`config.mk`:
```
export PLATFORM = sky130hd
export DESIGN_NAME = scs_clock_select
export DESIGN_NICKNAME = d
export VERILOG_FILES = /design/src/rtl/scs_pkg.sv /design/src/rtl/scs_clock_select.sv /design/src/rtl/scs_sync3.sv
export SDC_FILE = /design/constraint.sdc
export NUM_CORES = 1
export LEC_CHECK = 0
export BUFFER_PORTS_ARGS = -buffer_cell sky130_fd_sc_hd__buf_2
export CAP_MARGIN = 0
export CELL_PAD_IN_SITES_DETAIL_PLACEMENT = 1
export CELL_PAD_IN_SITES_GLOBAL_PLACEMENT = 1
export CORE_MARGIN = 1
export CORE_UTILIZATION = 39
export DETAILED_ROUTE_END_ITERATION = 8
export GPL_TIMING_DRIVEN = 0
export PLACE_DENSITY_LB_ADDON = 0.1
export SLEW_MARGIN = 20
export SYNTH_ARGS = -nofsm -noshare
export SYNTH_HDL_FRONTEND = slang
export SYNTH_SLANG_ARGS = --single-unit
```
`constraint.sdc`:
```
create_clock -name clk_sys -period 2.1 [get_ports clk_sys]
set_input_delay 0.105 -clock clk_sys [delete_from_list [all_inputs] [get_ports clk_sys]]
set_output_delay 0.105 -clock clk_sys [all_outputs]
set_load 0.01 [all_outputs]
```
`src/rtl/scs_pkg.sv`:
```
package scs_pkg;

	// Register word addresses on the plain register port.
	localparam logic [1:0] ADDR_SCC  = 2'h0;
	localparam logic [1:0] ADDR_INTERNAL_RC_CONTROL = 2'h1;
	localparam logic [1:0] ADDR_HXTC = 2'h2;
	localparam logic [1:0] ADDR_LXTC = 2'h3;

	// Field positions.
	localparam int SCC_CKS_LSB  = 5;
	localparam int SCC_FHS      = 3;
	localparam int SCC_FSS      = 2;
	localparam int SCC_FHIDEN   = 1;
	localparam int SCC_FSIDEN   = 0;
	localparam int INTERNAL_RC_CONTROL_IRC_LSB = 2;
	localparam int INTERNAL_RC_CONTROL_RDY     = 1;
	localparam int INTERNAL_RC_CONTROL_EN      = 0;
	localparam int HXTC_EN      = 0;
	localparam int LXTC_PINSEL  = 3;
	localparam int LXTC_SP      = 2;
	localparam int LXTC_RDY     = 1;
	localparam int LXTC_EN      = 0;

	// Values after reset.
	localparam logic [2:0] CKS_RST   = 3'h7;
	localparam logic [2:0] IRC_RST   = 3'h4;
	localparam logic       IRCEN_RST = 1'h1;
	localparam logic       HXTEN_RST = 1'h0;
	localparam logic       SLOW_CRYSTAL_SPEEDUP_RST = 1'h1;

	// System clock select codes: 0..5 divide by 64 down to 2, 6 undivided, 7 subclock.
	localparam logic [2:0] CKS_UNDIV = 3'h6;
	localparam logic [2:0] CKS_SUB   = 3'h7;
	localparam int         DIV_W     = 6;

	// Internal RC frequency codes 0..3 pick the middle-speed RC, 4..7 the fast RC.
	localparam logic [2:0] IRC_FIRST_HIGH_SPEED_RC_OSC = 3'h4;

	// Slow crystal start-up intervals.
	localparam int CLK_MHZ        = 200;
	localparam int LXT_SU_FAST_US = 1000;
	localparam int LXT_SU_SLOW_US = 2000;
	localparam int LXT_SU_FAST_CYC = LXT_SU_FAST_US * CLK_MHZ;
	localparam int LXT_SU_SLOW_CYC = LXT_SU_SLOW_US * CLK_MHZ;
	localparam int SU_W            = 20;

	// Oscillator outputs arriving at the block.
	typedef struct packed {
		logic fast_crystal_osc;
		logic high_speed_rc_osc;
		logic middle_speed_rc_osc;
		logic low_speed_rc_osc;
		logic slow_crystal_osc;
	} scs_osc_s;

	// Oscillator enables leaving the block.
	typedef struct packed {
		logic fast_crystal_osc;
		logic high_speed_rc_osc;
		logic middle_speed_rc_osc;
		logic low_speed_rc_osc;
		logic slow_crystal_osc;
		logic lxt_speedup;
	} scs_osc_en_s;

endpackage : scs_pkg

```
`src/rtl/scs_clock_select.sv`:
```
// What this block does
// Middle-speed RC offers 64, 128, 256 and 512 kHz via the frequency field.
// Fast clock comes from fast crystal, fast RC or middle RC by source bits.
// Subclock comes from slow crystal or internal slow RC by the low source bit.
// System clock picks fast clock family or subclock by the select field.
// System clock may also be the fast clock divided by 2 up to 64.
// Writing crystal enable to 1 starts it; output invalid until start-up passes.
// Crystal mode bit: 0 is low power, 1 is speed-up.
// Software starts crystal in speed-up and may later drop to low power.
// While the slow crystal drives the system clock, mode writes are ignored.
// Both crystal modes run correctly; low power only needs a longer start.
// Pin-share bit connects crystal pins to the oscillator or to general use.
// On move to subclock the fast oscillator stops or runs per its enable.
// Software sets the RC frequency field to match the configured frequency.
// In sleep or idle the system clock stops; timer clocks may continue.
// Select field is bits 7 to 5; 0 to 6 fast family, 7 subclock.
// Crystal enabled, ready and source bit 1 picks crystal and stops slow RC.
// Ready flag rises after a mode-dependent start-up count from enable.
//
// Added by the designer: the register addresses and the plain strobed port.
`timescale 1ns/1ps
module scs_clock_select #(
	parameter logic [scs_pkg::SU_W-1:0] SU_FAST_CYC = scs_pkg::SU_W'(scs_pkg::LXT_SU_FAST_CYC),
	parameter logic [scs_pkg::SU_W-1:0] SU_SLOW_CYC = scs_pkg::SU_W'(scs_pkg::LXT_SU_SLOW_CYC)
) (
	// Clock and reset.
	input  wire logic                 clk_sys,
	input  wire logic                 rst,
	// Register port.
	input  wire logic [1:0]           addr,
	input  wire logic [7:0]           wdata,
	input  wire logic                 wr,
	input  wire logic                 rd,
	output logic      [7:0]           rdata,
	// CPU halt state for sleep and idle.
	input  wire logic                 halt,
	// Oscillator outputs and enables.
	input  wire scs_pkg::scs_osc_s    osc,
	output scs_pkg::scs_osc_en_s      osc_en,
	output logic      [2:0]           rc_freq_code,
	output logic                      xt_pin_osc,
	// Clocks produced.
	output logic                      sys_clk,
	output logic                      hs_clk,
	output logic                      sub_clk
);

	////////////////////////////////////////////////////////////////////////////
	// Decode of the internal RC field, used by the source mux and the enables.
	function automatic logic is_middle_speed_rc_osc(input logic [2:0] code);
		is_middle_speed_rc_osc = (code < scs_pkg::IRC_FIRST_HIGH_SPEED_RC_OSC);
	endfunction : is_middle_speed_rc_osc

	logic [2:0]              cks_q, cks_d, irc_q, irc_d;
	logic                    fhs_q, fhs_d, fss_q, fss_d, fhiden_q, fhiden_d, fsiden_q, fsiden_d;
	logic                    ircen_q, ircen_d, ircf_q, ircf_d, hxten_q, hxten_d;
	logic                    slow_crystal_speedup_q, slow_crystal_speedup_d, slow_crystal_enable_q, slow_crystal_enable_d, slow_crystal_ready_q, slow_crystal_ready_d, pinsel_q, pinsel_d;
	logic [scs_pkg::SU_W-1:0] su_cnt_q, su_cnt_d, su_limit;
	logic [scs_pkg::DIV_W-1:0] div_q, div_d;
	logic                    hs_prev_q, hs_prev_d, sys_q, sys_d, hs_q, hs_d, sub_q, sub_d;
	logic [7:0]              rdata_q, rdata_d;
	scs_pkg::scs_osc_s       osc_lvl;
	logic                    hs_lvl, sub_lvl, sub_from_lxt, fast_mode, sp_locked, hs_edge, div_lvl;

	////////////////////////////////////////////////////////////////////////////
	// Oscillator outputs come from other clocks and are filtered first.
	scs_sync3 #(
		.W($bits(scs_pkg::scs_osc_s))
	) u_sync (
		.clk_sys(clk_sys),
		.rst    (rst),
		.d      (osc),
		.q      (osc_lvl)
	);

	////////////////////////////////////////////////////////////////////////////
	// Source selection and derived conditions.
	always_comb begin
		sub_from_lxt = slow_crystal_enable_q & slow_crystal_ready_q & fss_q;
		sub_lvl      = sub_from_lxt ? osc_lvl.slow_crystal_osc : osc_lvl.low_speed_rc_osc;
		if (fhs_q) begin
			hs_lvl = osc_lvl.fast_crystal_osc;
		end else if (is_middle_speed_rc_osc(irc_q)) begin
			hs_lvl = osc_lvl.middle_speed_rc_osc;
		end else begin
			hs_lvl = osc_lvl.high_speed_rc_osc;
		end
		fast_mode = (cks_q != scs_pkg::CKS_SUB);
		// The crystal may not change mode while it is clocking the CPU.
		sp_locked = !fast_mode & sub_from_lxt;
		hs_edge   = hs_lvl & !hs_prev_q;
		// Bit 5 toggles every 32 fast edges, bit 0 on every one.
		div_lvl   = div_q[3'(3'h5 - cks_q)];
		su_limit  = slow_crystal_speedup_q ? SU_FAST_CYC : SU_SLOW_CYC;
	end

	////////////////////////////////////////////////////////////////////////////
	// Oscillator enables follow the control bits directly.
	always_comb begin
		osc_en.slow_crystal_osc         = slow_crystal_enable_q;
		osc_en.lxt_speedup = slow_crystal_speedup_q;
		osc_en.low_speed_rc_osc        = !sub_from_lxt;
		// In slow mode a fast source only runs if its own enable keeps it.
		osc_en.fast_crystal_osc         = fhs_q & (fast_mode | hxten_q);
		osc_en.middle_speed_rc_osc        = !fhs_q & is_middle_speed_rc_osc(irc_q) & (fast_mode | ircen_q);
		osc_en.high_speed_rc_osc        = !fhs_q & !is_middle_speed_rc_osc(irc_q) & (fast_mode | ircen_q);
	end

	assign rc_freq_code = irc_q;
	assign xt_pin_osc   = pinsel_q;
	assign sys_clk      = sys_q;
	assign hs_clk       = hs_q;
	assign sub_clk      = sub_q;
	assign rdata        = rdata_q;

	////////////////////////////////////////////////////////////////////////////
	// Next state of registers, counters and clock outputs.
	always_comb begin
		cks_d     = cks_q;
		irc_d     = irc_q;
		fhs_d     = fhs_q;
		fss_d     = fss_q;
		fhiden_d  = fhiden_q;
		fsiden_d  = fsiden_q;
		ircen_d   = ircen_q;
		hxten_d   = hxten_q;
		slow_crystal_speedup_d   = slow_crystal_speedup_q;
		slow_crystal_enable_d   = slow_crystal_enable_q;
		pinsel_d  = pinsel_q;
		rdata_d   = 8'h00;
		if (wr) begin
			case (addr)
				scs_pkg::ADDR_SCC: begin
					cks_d    = wdata[scs_pkg::SCC_CKS_LSB +: 3];
					fhs_d    = wdata[scs_pkg::SCC_FHS];
					fss_d    = wdata[scs_pkg::SCC_FSS];
					fhiden_d = wdata[scs_pkg::SCC_FHIDEN];
					fsiden_d = wdata[scs_pkg::SCC_FSIDEN];
				end
				scs_pkg::ADDR_INTERNAL_RC_CONTROL: begin
					irc_d   = wdata[scs_pkg::INTERNAL_RC_CONTROL_IRC_LSB +: 3];
					ircen_d = wdata[scs_pkg::INTERNAL_RC_CONTROL_EN];
				end
				scs_pkg::ADDR_HXTC: begin
					hxten_d = wdata[scs_pkg::HXTC_EN];
				end
				scs_pkg::ADDR_LXTC: begin
					if (!sp_locked) begin
						slow_crystal_speedup_d = wdata[scs_pkg::LXTC_SP];
					end
					slow_crystal_enable_d  = wdata[scs_pkg::LXTC_EN];
					pinsel_d = wdata[scs_pkg::LXTC_PINSEL];
				end
				default: begin
				end
			endcase
		end
		if (rd) begin
			case (addr)
				scs_pkg::ADDR_SCC:  rdata_d = {cks_q, 1'b0, fhs_q, fss_q, fhiden_q, fsiden_q};
				scs_pkg::ADDR_INTERNAL_RC_CONTROL: rdata_d = {3'h0, irc_q, ircf_q, ircen_q};
				scs_pkg::ADDR_HXTC: rdata_d = {7'h00, hxten_q};
				scs_pkg::ADDR_LXTC: rdata_d = {4'h0, pinsel_q, slow_crystal_speedup_q, slow_crystal_ready_q, slow_crystal_enable_q};
				default:            rdata_d = 8'h00;
			endcase
		end
		// Start-up count; ready clears one cycle after the crystal is disabled.
		if (!slow_crystal_enable_q) begin
			su_cnt_d = '0;
			slow_crystal_ready_d   = 1'b0;
		end else if (!slow_crystal_ready_q && su_cnt_q >= su_limit - 1'b1) begin
			su_cnt_d = su_cnt_q;
			slow_crystal_ready_d   = 1'b1;
		end else begin
			su_cnt_d = slow_crystal_ready_q ? su_cnt_q : su_cnt_q + 1'b1;
			slow_crystal_ready_d   = slow_crystal_ready_q;
		end
		// Internal RC is taken as ready after its first edge while running.
		if (fhs_q || !(osc_en.middle_speed_rc_osc | osc_en.high_speed_rc_osc)) begin
			ircf_d = 1'b0;
		end else begin
			ircf_d = ircf_q | hs_edge;
		end
		hs_prev_d = hs_lvl;
		div_d     = hs_edge ? div_q + 1'b1 : div_q;
		// The system clock stops while halted; peripheral clocks obey the idle enables.
		if (halt) begin
			sys_d = 1'b0;
		end else if (cks_q == scs_pkg::CKS_SUB) begin
			sys_d = sub_lvl;
		end else if (cks_q == scs_pkg::CKS_UNDIV) begin
			sys_d = hs_lvl;
		end else begin
			sys_d = div_lvl;
		end
		hs_d  = hs_lvl & (!halt | fhiden_q);
		sub_d = sub_lvl & (!halt | fsiden_q);
	end

	////////////////////////////////////////////////////////////////////////////
	// Registers.
	always_ff @(posedge clk_sys) begin
		if (rst) begin
			cks_q     <= scs_pkg::CKS_RST;
			irc_q     <= scs_pkg::IRC_RST;
			fhs_q     <= 1'b0;
			fss_q     <= 1'b0;
			fhiden_q  <= 1'b0;
			fsiden_q  <= 1'b0;
			ircen_q   <= scs_pkg::IRCEN_RST;
			ircf_q    <= 1'b0;
			hxten_q   <= scs_pkg::HXTEN_RST;
			slow_crystal_speedup_q   <= scs_pkg::SLOW_CRYSTAL_SPEEDUP_RST;
			slow_crystal_enable_q   <= 1'b0;
			slow_crystal_ready_q    <= 1'b0;
			pinsel_q  <= 1'b0;
			su_cnt_q  <= '0;
			div_q     <= '0;
			hs_prev_q <= 1'b0;
			sys_q     <= 1'b0;
			hs_q      <= 1'b0;
			sub_q     <= 1'b0;
			rdata_q   <= 8'h00;
		end else begin
			cks_q     <= cks_d;
			irc_q     <= irc_d;
			fhs_q     <= fhs_d;
			fss_q     <= fss_d;
			fhiden_q  <= fhiden_d;
			fsiden_q  <= fsiden_d;
			ircen_q   <= ircen_d;
			ircf_q    <= ircf_d;
			hxten_q   <= hxten_d;
			slow_crystal_speedup_q   <= slow_crystal_speedup_d;
			slow_crystal_enable_q   <= slow_crystal_enable_d;
			slow_crystal_ready_q    <= slow_crystal_ready_d;
			pinsel_q  <= pinsel_d;
			su_cnt_q  <= su_cnt_d;
			div_q     <= div_d;
			hs_prev_q <= hs_prev_d;
			sys_q     <= sys_d;
			hs_q      <= hs_d;
			sub_q     <= sub_d;
			rdata_q   <= rdata_d;
		end
	end
endmodule : scs_clock_select

```
`src/rtl/scs_sync3.sv`:
```
`timescale 1ns/1ps
module scs_sync3 #(
	parameter int W = 5
) (
	// Clock and reset.
	input  wire logic         clk_sys,
	input  wire logic         rst,
	// Asynchronous levels in, filtered levels out.
	input  wire logic [W-1:0] d,
	output logic      [W-1:0] q
);

	////////////////////////////////////////////////////////////////////////////
	// One three-stage chain per bit; the output moves only once stages two and
	// three agree, so a single metastable sample never reaches the block.
	genvar gi;
	generate
		for (gi = 0; gi < W; gi++) begin : g_bit
			logic s1_q, s2_q, s3_q, out_q, out_d;

			// Next value of the filtered level.
			always_comb begin
				out_d = (s2_q == s3_q) ? s3_q : out_q;
			end

			// Registers of the chain.
			always_ff @(posedge clk_sys) begin
				if (rst) begin
					s1_q  <= 1'b0;
					s2_q  <= 1'b0;
					s3_q  <= 1'b0;
					out_q <= 1'b0;
				end else begin
					s1_q  <= d[gi];
					s2_q  <= s1_q;
					s3_q  <= s2_q;
					out_q <= out_d;
				end
			end

			assign q[gi] = out_q;
		end
	endgenerate

endmodule : scs_sync3

```
Word level (Yosys, flattened, before mapping)
Index checks and enable logic that the tools add are counted.
Widths: inputs -> output; s select.
- flip-flop bits (word level): 75
- latch bits: 0
- memory bits (writable): 0
- bits in read-only memories: 0
- input bits: 20
- output and inout bits: 21
- word-level logic and storage cells: 110
- memories kept: 0
- $add $sub $neg: 4
- multipliers: 0
- divide/modulo/power cells: 0
- magnitude comparators: 3
- equality and inequality tests: 11
- shift operators: 0
- mux-type cells: 9
- bitwise logic cells: 22
- reduce and logical (&&, ||, !) cells: 21
- operators by type and width (kind ; count):
    $pmux 8 s4 ; 1
    $add 20x1->20 const B ; 1
    $ge 20x20->1 ; 1
    $sub 19x1->20 const B ; 1
    $mux 19 ; 1
    $and 1x1->1 ; 11
    $reduce_and 2->1 ; 5
    $logic_not 1->1 ; 8
    $reduce_or 2->1 ; 4
    $add 6x1->6 const B ; 1
    $eq 3x3->1 const B ; 2
    $mux 1 ; 6
    $or 1x1->1 ; 6
    $eq 1x1->1 ; 5
    $not 1->1 ; 5
    $eq 2x2->1 const B ; 2
    $lt 3x4->1 const B ; 1
    $bmux 1 s3 ; 1
    $lt 3x3->1 const B ; 1
    $ne 3x3->1 const B ; 1
    $reduce_and 3->1 ; 1
    $sub 3x3->3 const A ; 1
    $eq 2x1->1 const B ; 1
    $logic_not 2->1 ; 1
    2 further kinds ; 2

Depth between registers and ports, before layout
- depth after elaboration: 8
- depth in mapped cells: 9
- gate-level depth less buffers: 8

Hierarchy
A second synthesis with hierarchy kept.
- cells, all modules: 358
- area, all modules: 3475.8 um^2
- modules (own cells, without submodules) (module ; times used ; cells each ; area an instance (um^2) ; seq. area each (um^2)):
    scs_clock_select ; 1 ; 301 ; 2786.4 ; 1101.1
    scs_sync3 ; 1 ; 57 ; 689.4 ; 400.4

Worst setup path after synthesis
No wires, ideal clock.
- path kind: flip-flop to flip-flop
- start point: register slow_crystal_speedup_q
- end point: register su_cnt_q[11] (netlist name)
- library setup time: 0.070 ns
- arrival time: 2.029 ns
- data required time: 2.030 ns
- slack: 0.001 ns
- stages on the path, launching flop included: 9
- path buffers: 0
- clock period less this slack: 2.099 ns
- cells stage by stage: dfxtp_1 inv_1 ha_1 nand4_1 nor4_2 nor4_4 nor2_2 or4_1 a21oi_1
- cells in the longest elaborated chain, start to end: 6
- RTL lines (what ; line ; text):
    start, declared ; scs_clock_select.sv:57 ; logic slow_crystal_speedup_q, slow_crystal_speedup_d, slow_crystal_enable_q, slow_crystal_enable_d, slow_cryst ...
    start signal, assigned ; scs_clock_select.sv:213 ; slow_crystal_speedup_q <= scs_pkg::SLOW_CRYSTAL_SPEEDUP_RST;
    start signal, assigned ; scs_clock_select.sv:234 ; slow_crystal_speedup_q <= slow_crystal_speedup_d;
    $mux 19 ; scs_clock_select.sv:94 ; su_limit = slow_crystal_speedup_q ? SU_FAST_CYC : SU_SLOW_CYC;
    $sub 19x1->20 ; scs_clock_select.sv:171 ; end else if (!slow_crystal_ready_q && su_cnt_q >= su_limit - 1'b1) begin
    $ge 20x20->1 ; scs_clock_select.sv:171 ;
    $logic_and 1x1->1 ; scs_clock_select.sv:171 ;
    $not 1->1 (no line) ; - ;
    $reduce_and 2->1 (no line) ; - ;
    end signal, assigned ; scs_clock_select.sv:238 ; su_cnt_q <= su_cnt_d;
    end, declared ; scs_clock_select.sv:58 ; logic [scs_pkg::SU_W-1:0] su_cnt_q, su_cnt_d, su_limit;
No other way between the ends.
A chain may end at the register's enable or synchronous reset.

Worst setup path after layout
- start point: register slow_crystal_speedup_q
- end point: register su_cnt_q[16] (netlist name)
Same word-level chain as after synthesis.

==> metrics.txt <==
Worst EP arrival=2460 ps; IO Count=41; pwr dens=694 nW/um^2; dominant cell type by area after synthesis=dfxtp_1; most frequent cells in the layout=73 x dfxtp_1, 46 x nor2_1, 39 x buf_2, 25 x nand2_1, 18 x nor2b_1; max-cap violations=0; top cell type's share of synthesized area=0.472; Slew HR=0.582; worst-skew pair later-pin latency=350 ps; critical path class=reg2reg; root buffer cell=clkbuf_8; syn nets=365; worst-case clock buffer depth=2; Worst-path clk slew=80 ps; critical path's slowest cell=dfxtp_4; DR vias/cell=5.12; Routed WL per cell=15.3 um; post-route worst setup slack=-79.7 ps; final core occ=0.516; Top delay family on crit path=simple AND/OR/NAND/NOR gates; vias in the first global route=2,585; Post-synth EDFFs=0; Final period util=1.04; DP HPWL=5430 um; vias=2,607; Yosys cell types=49; Multi-input gate area=1690 um^2; Final GP Congestion=0.739; outcome=complete, but fails checks; Area Overhead vs Synth=26.6%; drt first-iter violations=109; most frequent CP cell=nor4_4; most common cell after layout, fill and taps aside=dfxtp_1; crit path cell chain=buf_6 > ha_4 > nor4_4 > o211ai_2 > nor4_4 > buf_4 > buf_8 > o211ai_4 > or3_1 > a21oi_1; Die Span Y=92.4 um; WP data required=2380 ps; first-pass detailed-route iteration total=4; Num CTS Buffers=9; Static Leak=1.59 nW; CTS Sinks=75; synthesized area=3180 um^2; Hold WS=10.0 ps; row count=32; Worst path max stage delay=380 ps; startpoint type of the worst setup path=flop; final WL=7810 um; Die W=92.4 um; final setup violation count=10; maximum fanout along the worst path=5; core area=7810 um^2; sequential area share after synthesis=0.472; Max Slew Vio Count=0; Mapped Avg Cell Area=9.48 um^2; Least-Margin Pin Slew=624 ps; # diodes=0; first-pass GRT wire length=12,800 um; number of remaining DRC errors=0; final layout net count=431; layout cells sized above 1=0.251; PortBufs=39; Setup TNS=-412 ps; storage element area=1510 um^2; fin crit period=2180 ps; die footprint=8530 um^2; violated checks=negative setup slack; Detail Route Antenna Nets=0; Worst Skew=11.2 ps; GRT Resource Usage Total=0.194; GRT Residual Overflow=0; Worst Setup End Kind=flop; top cells by area, synth=dfxtp_1 47%, nor2_1 5.4%, mux2i_1 5.3%; VDD IR max=0.379 mV; Synth Warn #=0; area of placed instances=3510 um^2; final hold vios=0; CP Buf/Inv Count=3; pin count of the biggest net entering global routing=14; CTS tree=built; Filler Cell Count=910; CTS H-tree depth=3; Tot Pwr=2.80 mW; Synth Flop Type=dfxtp_1; RSZ-0062 raised after global routing=true; Async SR Flop Fraction=0; min-delay worst type=in2reg; Yosys reg bits=75; FMAX=459 MHz; Initial Utilization=0.408; cells after synthesis=336; final instance area=4030 um^2; initial antenna violation count=0
sequential cells by signal (all words and copies together) (netlist names), 3 cells and up:
register and flops:
u_sync.g_bit.s1_q 5, u_sync.g_bit.s2_q 5, rc_freq_code 3, u_sync.g_bit.s3_q 5, cks_q 3, su_cnt_q 20
u_sync.g_bit.out_q 5, rdata 8, div_q 6
report_power, final:
group	switching [mW]	internal [mW]	total (mW)
Clock	0.555	0.618	1.17
Sequential	0.0178	1.45	1.47
Combinational	0.0840	0.0769	0.161
kinds of logic after synthesis:
group                    count (synthesis)  share of synthesized area
adder cells (fa/ha/maj)                  9                     0.0354
XOR/XNOR                                16                     0.0440
buffers and inverters                   21                     0.0342
AO/OA/AOI/OAI                           53                      0.102
flip-flops                              75                      0.472
multiplexers                            22                     0.0782
AND/OR/NAND/NOR                        140                      0.235
layout make-up:
| type | instances | share of cell area |
|---|---|---|
| Buffer | 16 | 0.0248 |
| Sequential cell | 75 | 0.374 |
| Inverter | 4 | 0.00435 |
| Clock inverter | 5 | 0.0149 |
| Timing Repair Buffer | 56 | 0.0934 |
| Tap cell | 102 | 0.0317 |
| Clock buffer | 11 | 0.0376 |
| Multi-Input combinational cell | 240 | 0.420 |
stage by stage:
stage               setup WS (ps)  cells
floorplan                    1.43    336
global route                 -203    509
CTS                         -53.4    508
detailed placement           -339    477
global placement             -266    477
finish                      -79.7    509
synthesized netlist by cell type (all sizes together) (2+ instances only):
library cell,number
o211ai,4
nand3b,2
buf,8
o21ai,18
inv,4
mux2,3
nor2,48
or4,2
a21oi,17
ha,9
nand2,25
nor2b,18
mux4,2
nor3,6
nor4,4
xnor2,2
o21bai,2
nand3,8
nand4,5
o2111ai,4
dfxtp,75
or3,4
or2,2
and2,4
and4,2
mux2i,17
o31ai,2
a31oi,3
and3,7
xor2,14
clkbuf,9
layer usage:
layer | global-route usage | part of all wire
met1 | 0.265 | 0.50
met2 | 0.306 | 0.46
met4 | 0.0508 | 0.0096
met3 | 0.0460 | 0.035
met5 | 0 | 0
worst min-delay path, delay by kind of cell:
family / cells / cell delay (ps)
buffers and inverters: 1 / 80
multiplexers: 1 / 60
AND/OR/NAND/NOR: 1 / 70
timing repair:
action,in CTS,in global routing
endpoints found under the hold margin,10,0
setup buffers,5,1
hold buffers,10,0
gates cloned,1,0
pin swaps,13,0
setup endpoints to repair,21,20
gates resized for setup,27,4
worst paths after layout:
check	start	endpoint	slack, ps	cells past startpoint
setup / recovery	slow_crystal_speedup_q	su_cnt_q[16]	-80	10
hold / removal	wdata[1]	fhiden_q	10	3
setup reg to reg	slow_crystal_speedup_q	su_cnt_q[16]	-80	10
hold reg to reg	u_sync.g_bit[4].s1_q	u_sync.g_bit[4].s2_q	440	1
No activity file was read; power rests on OpenSTA's default activity.
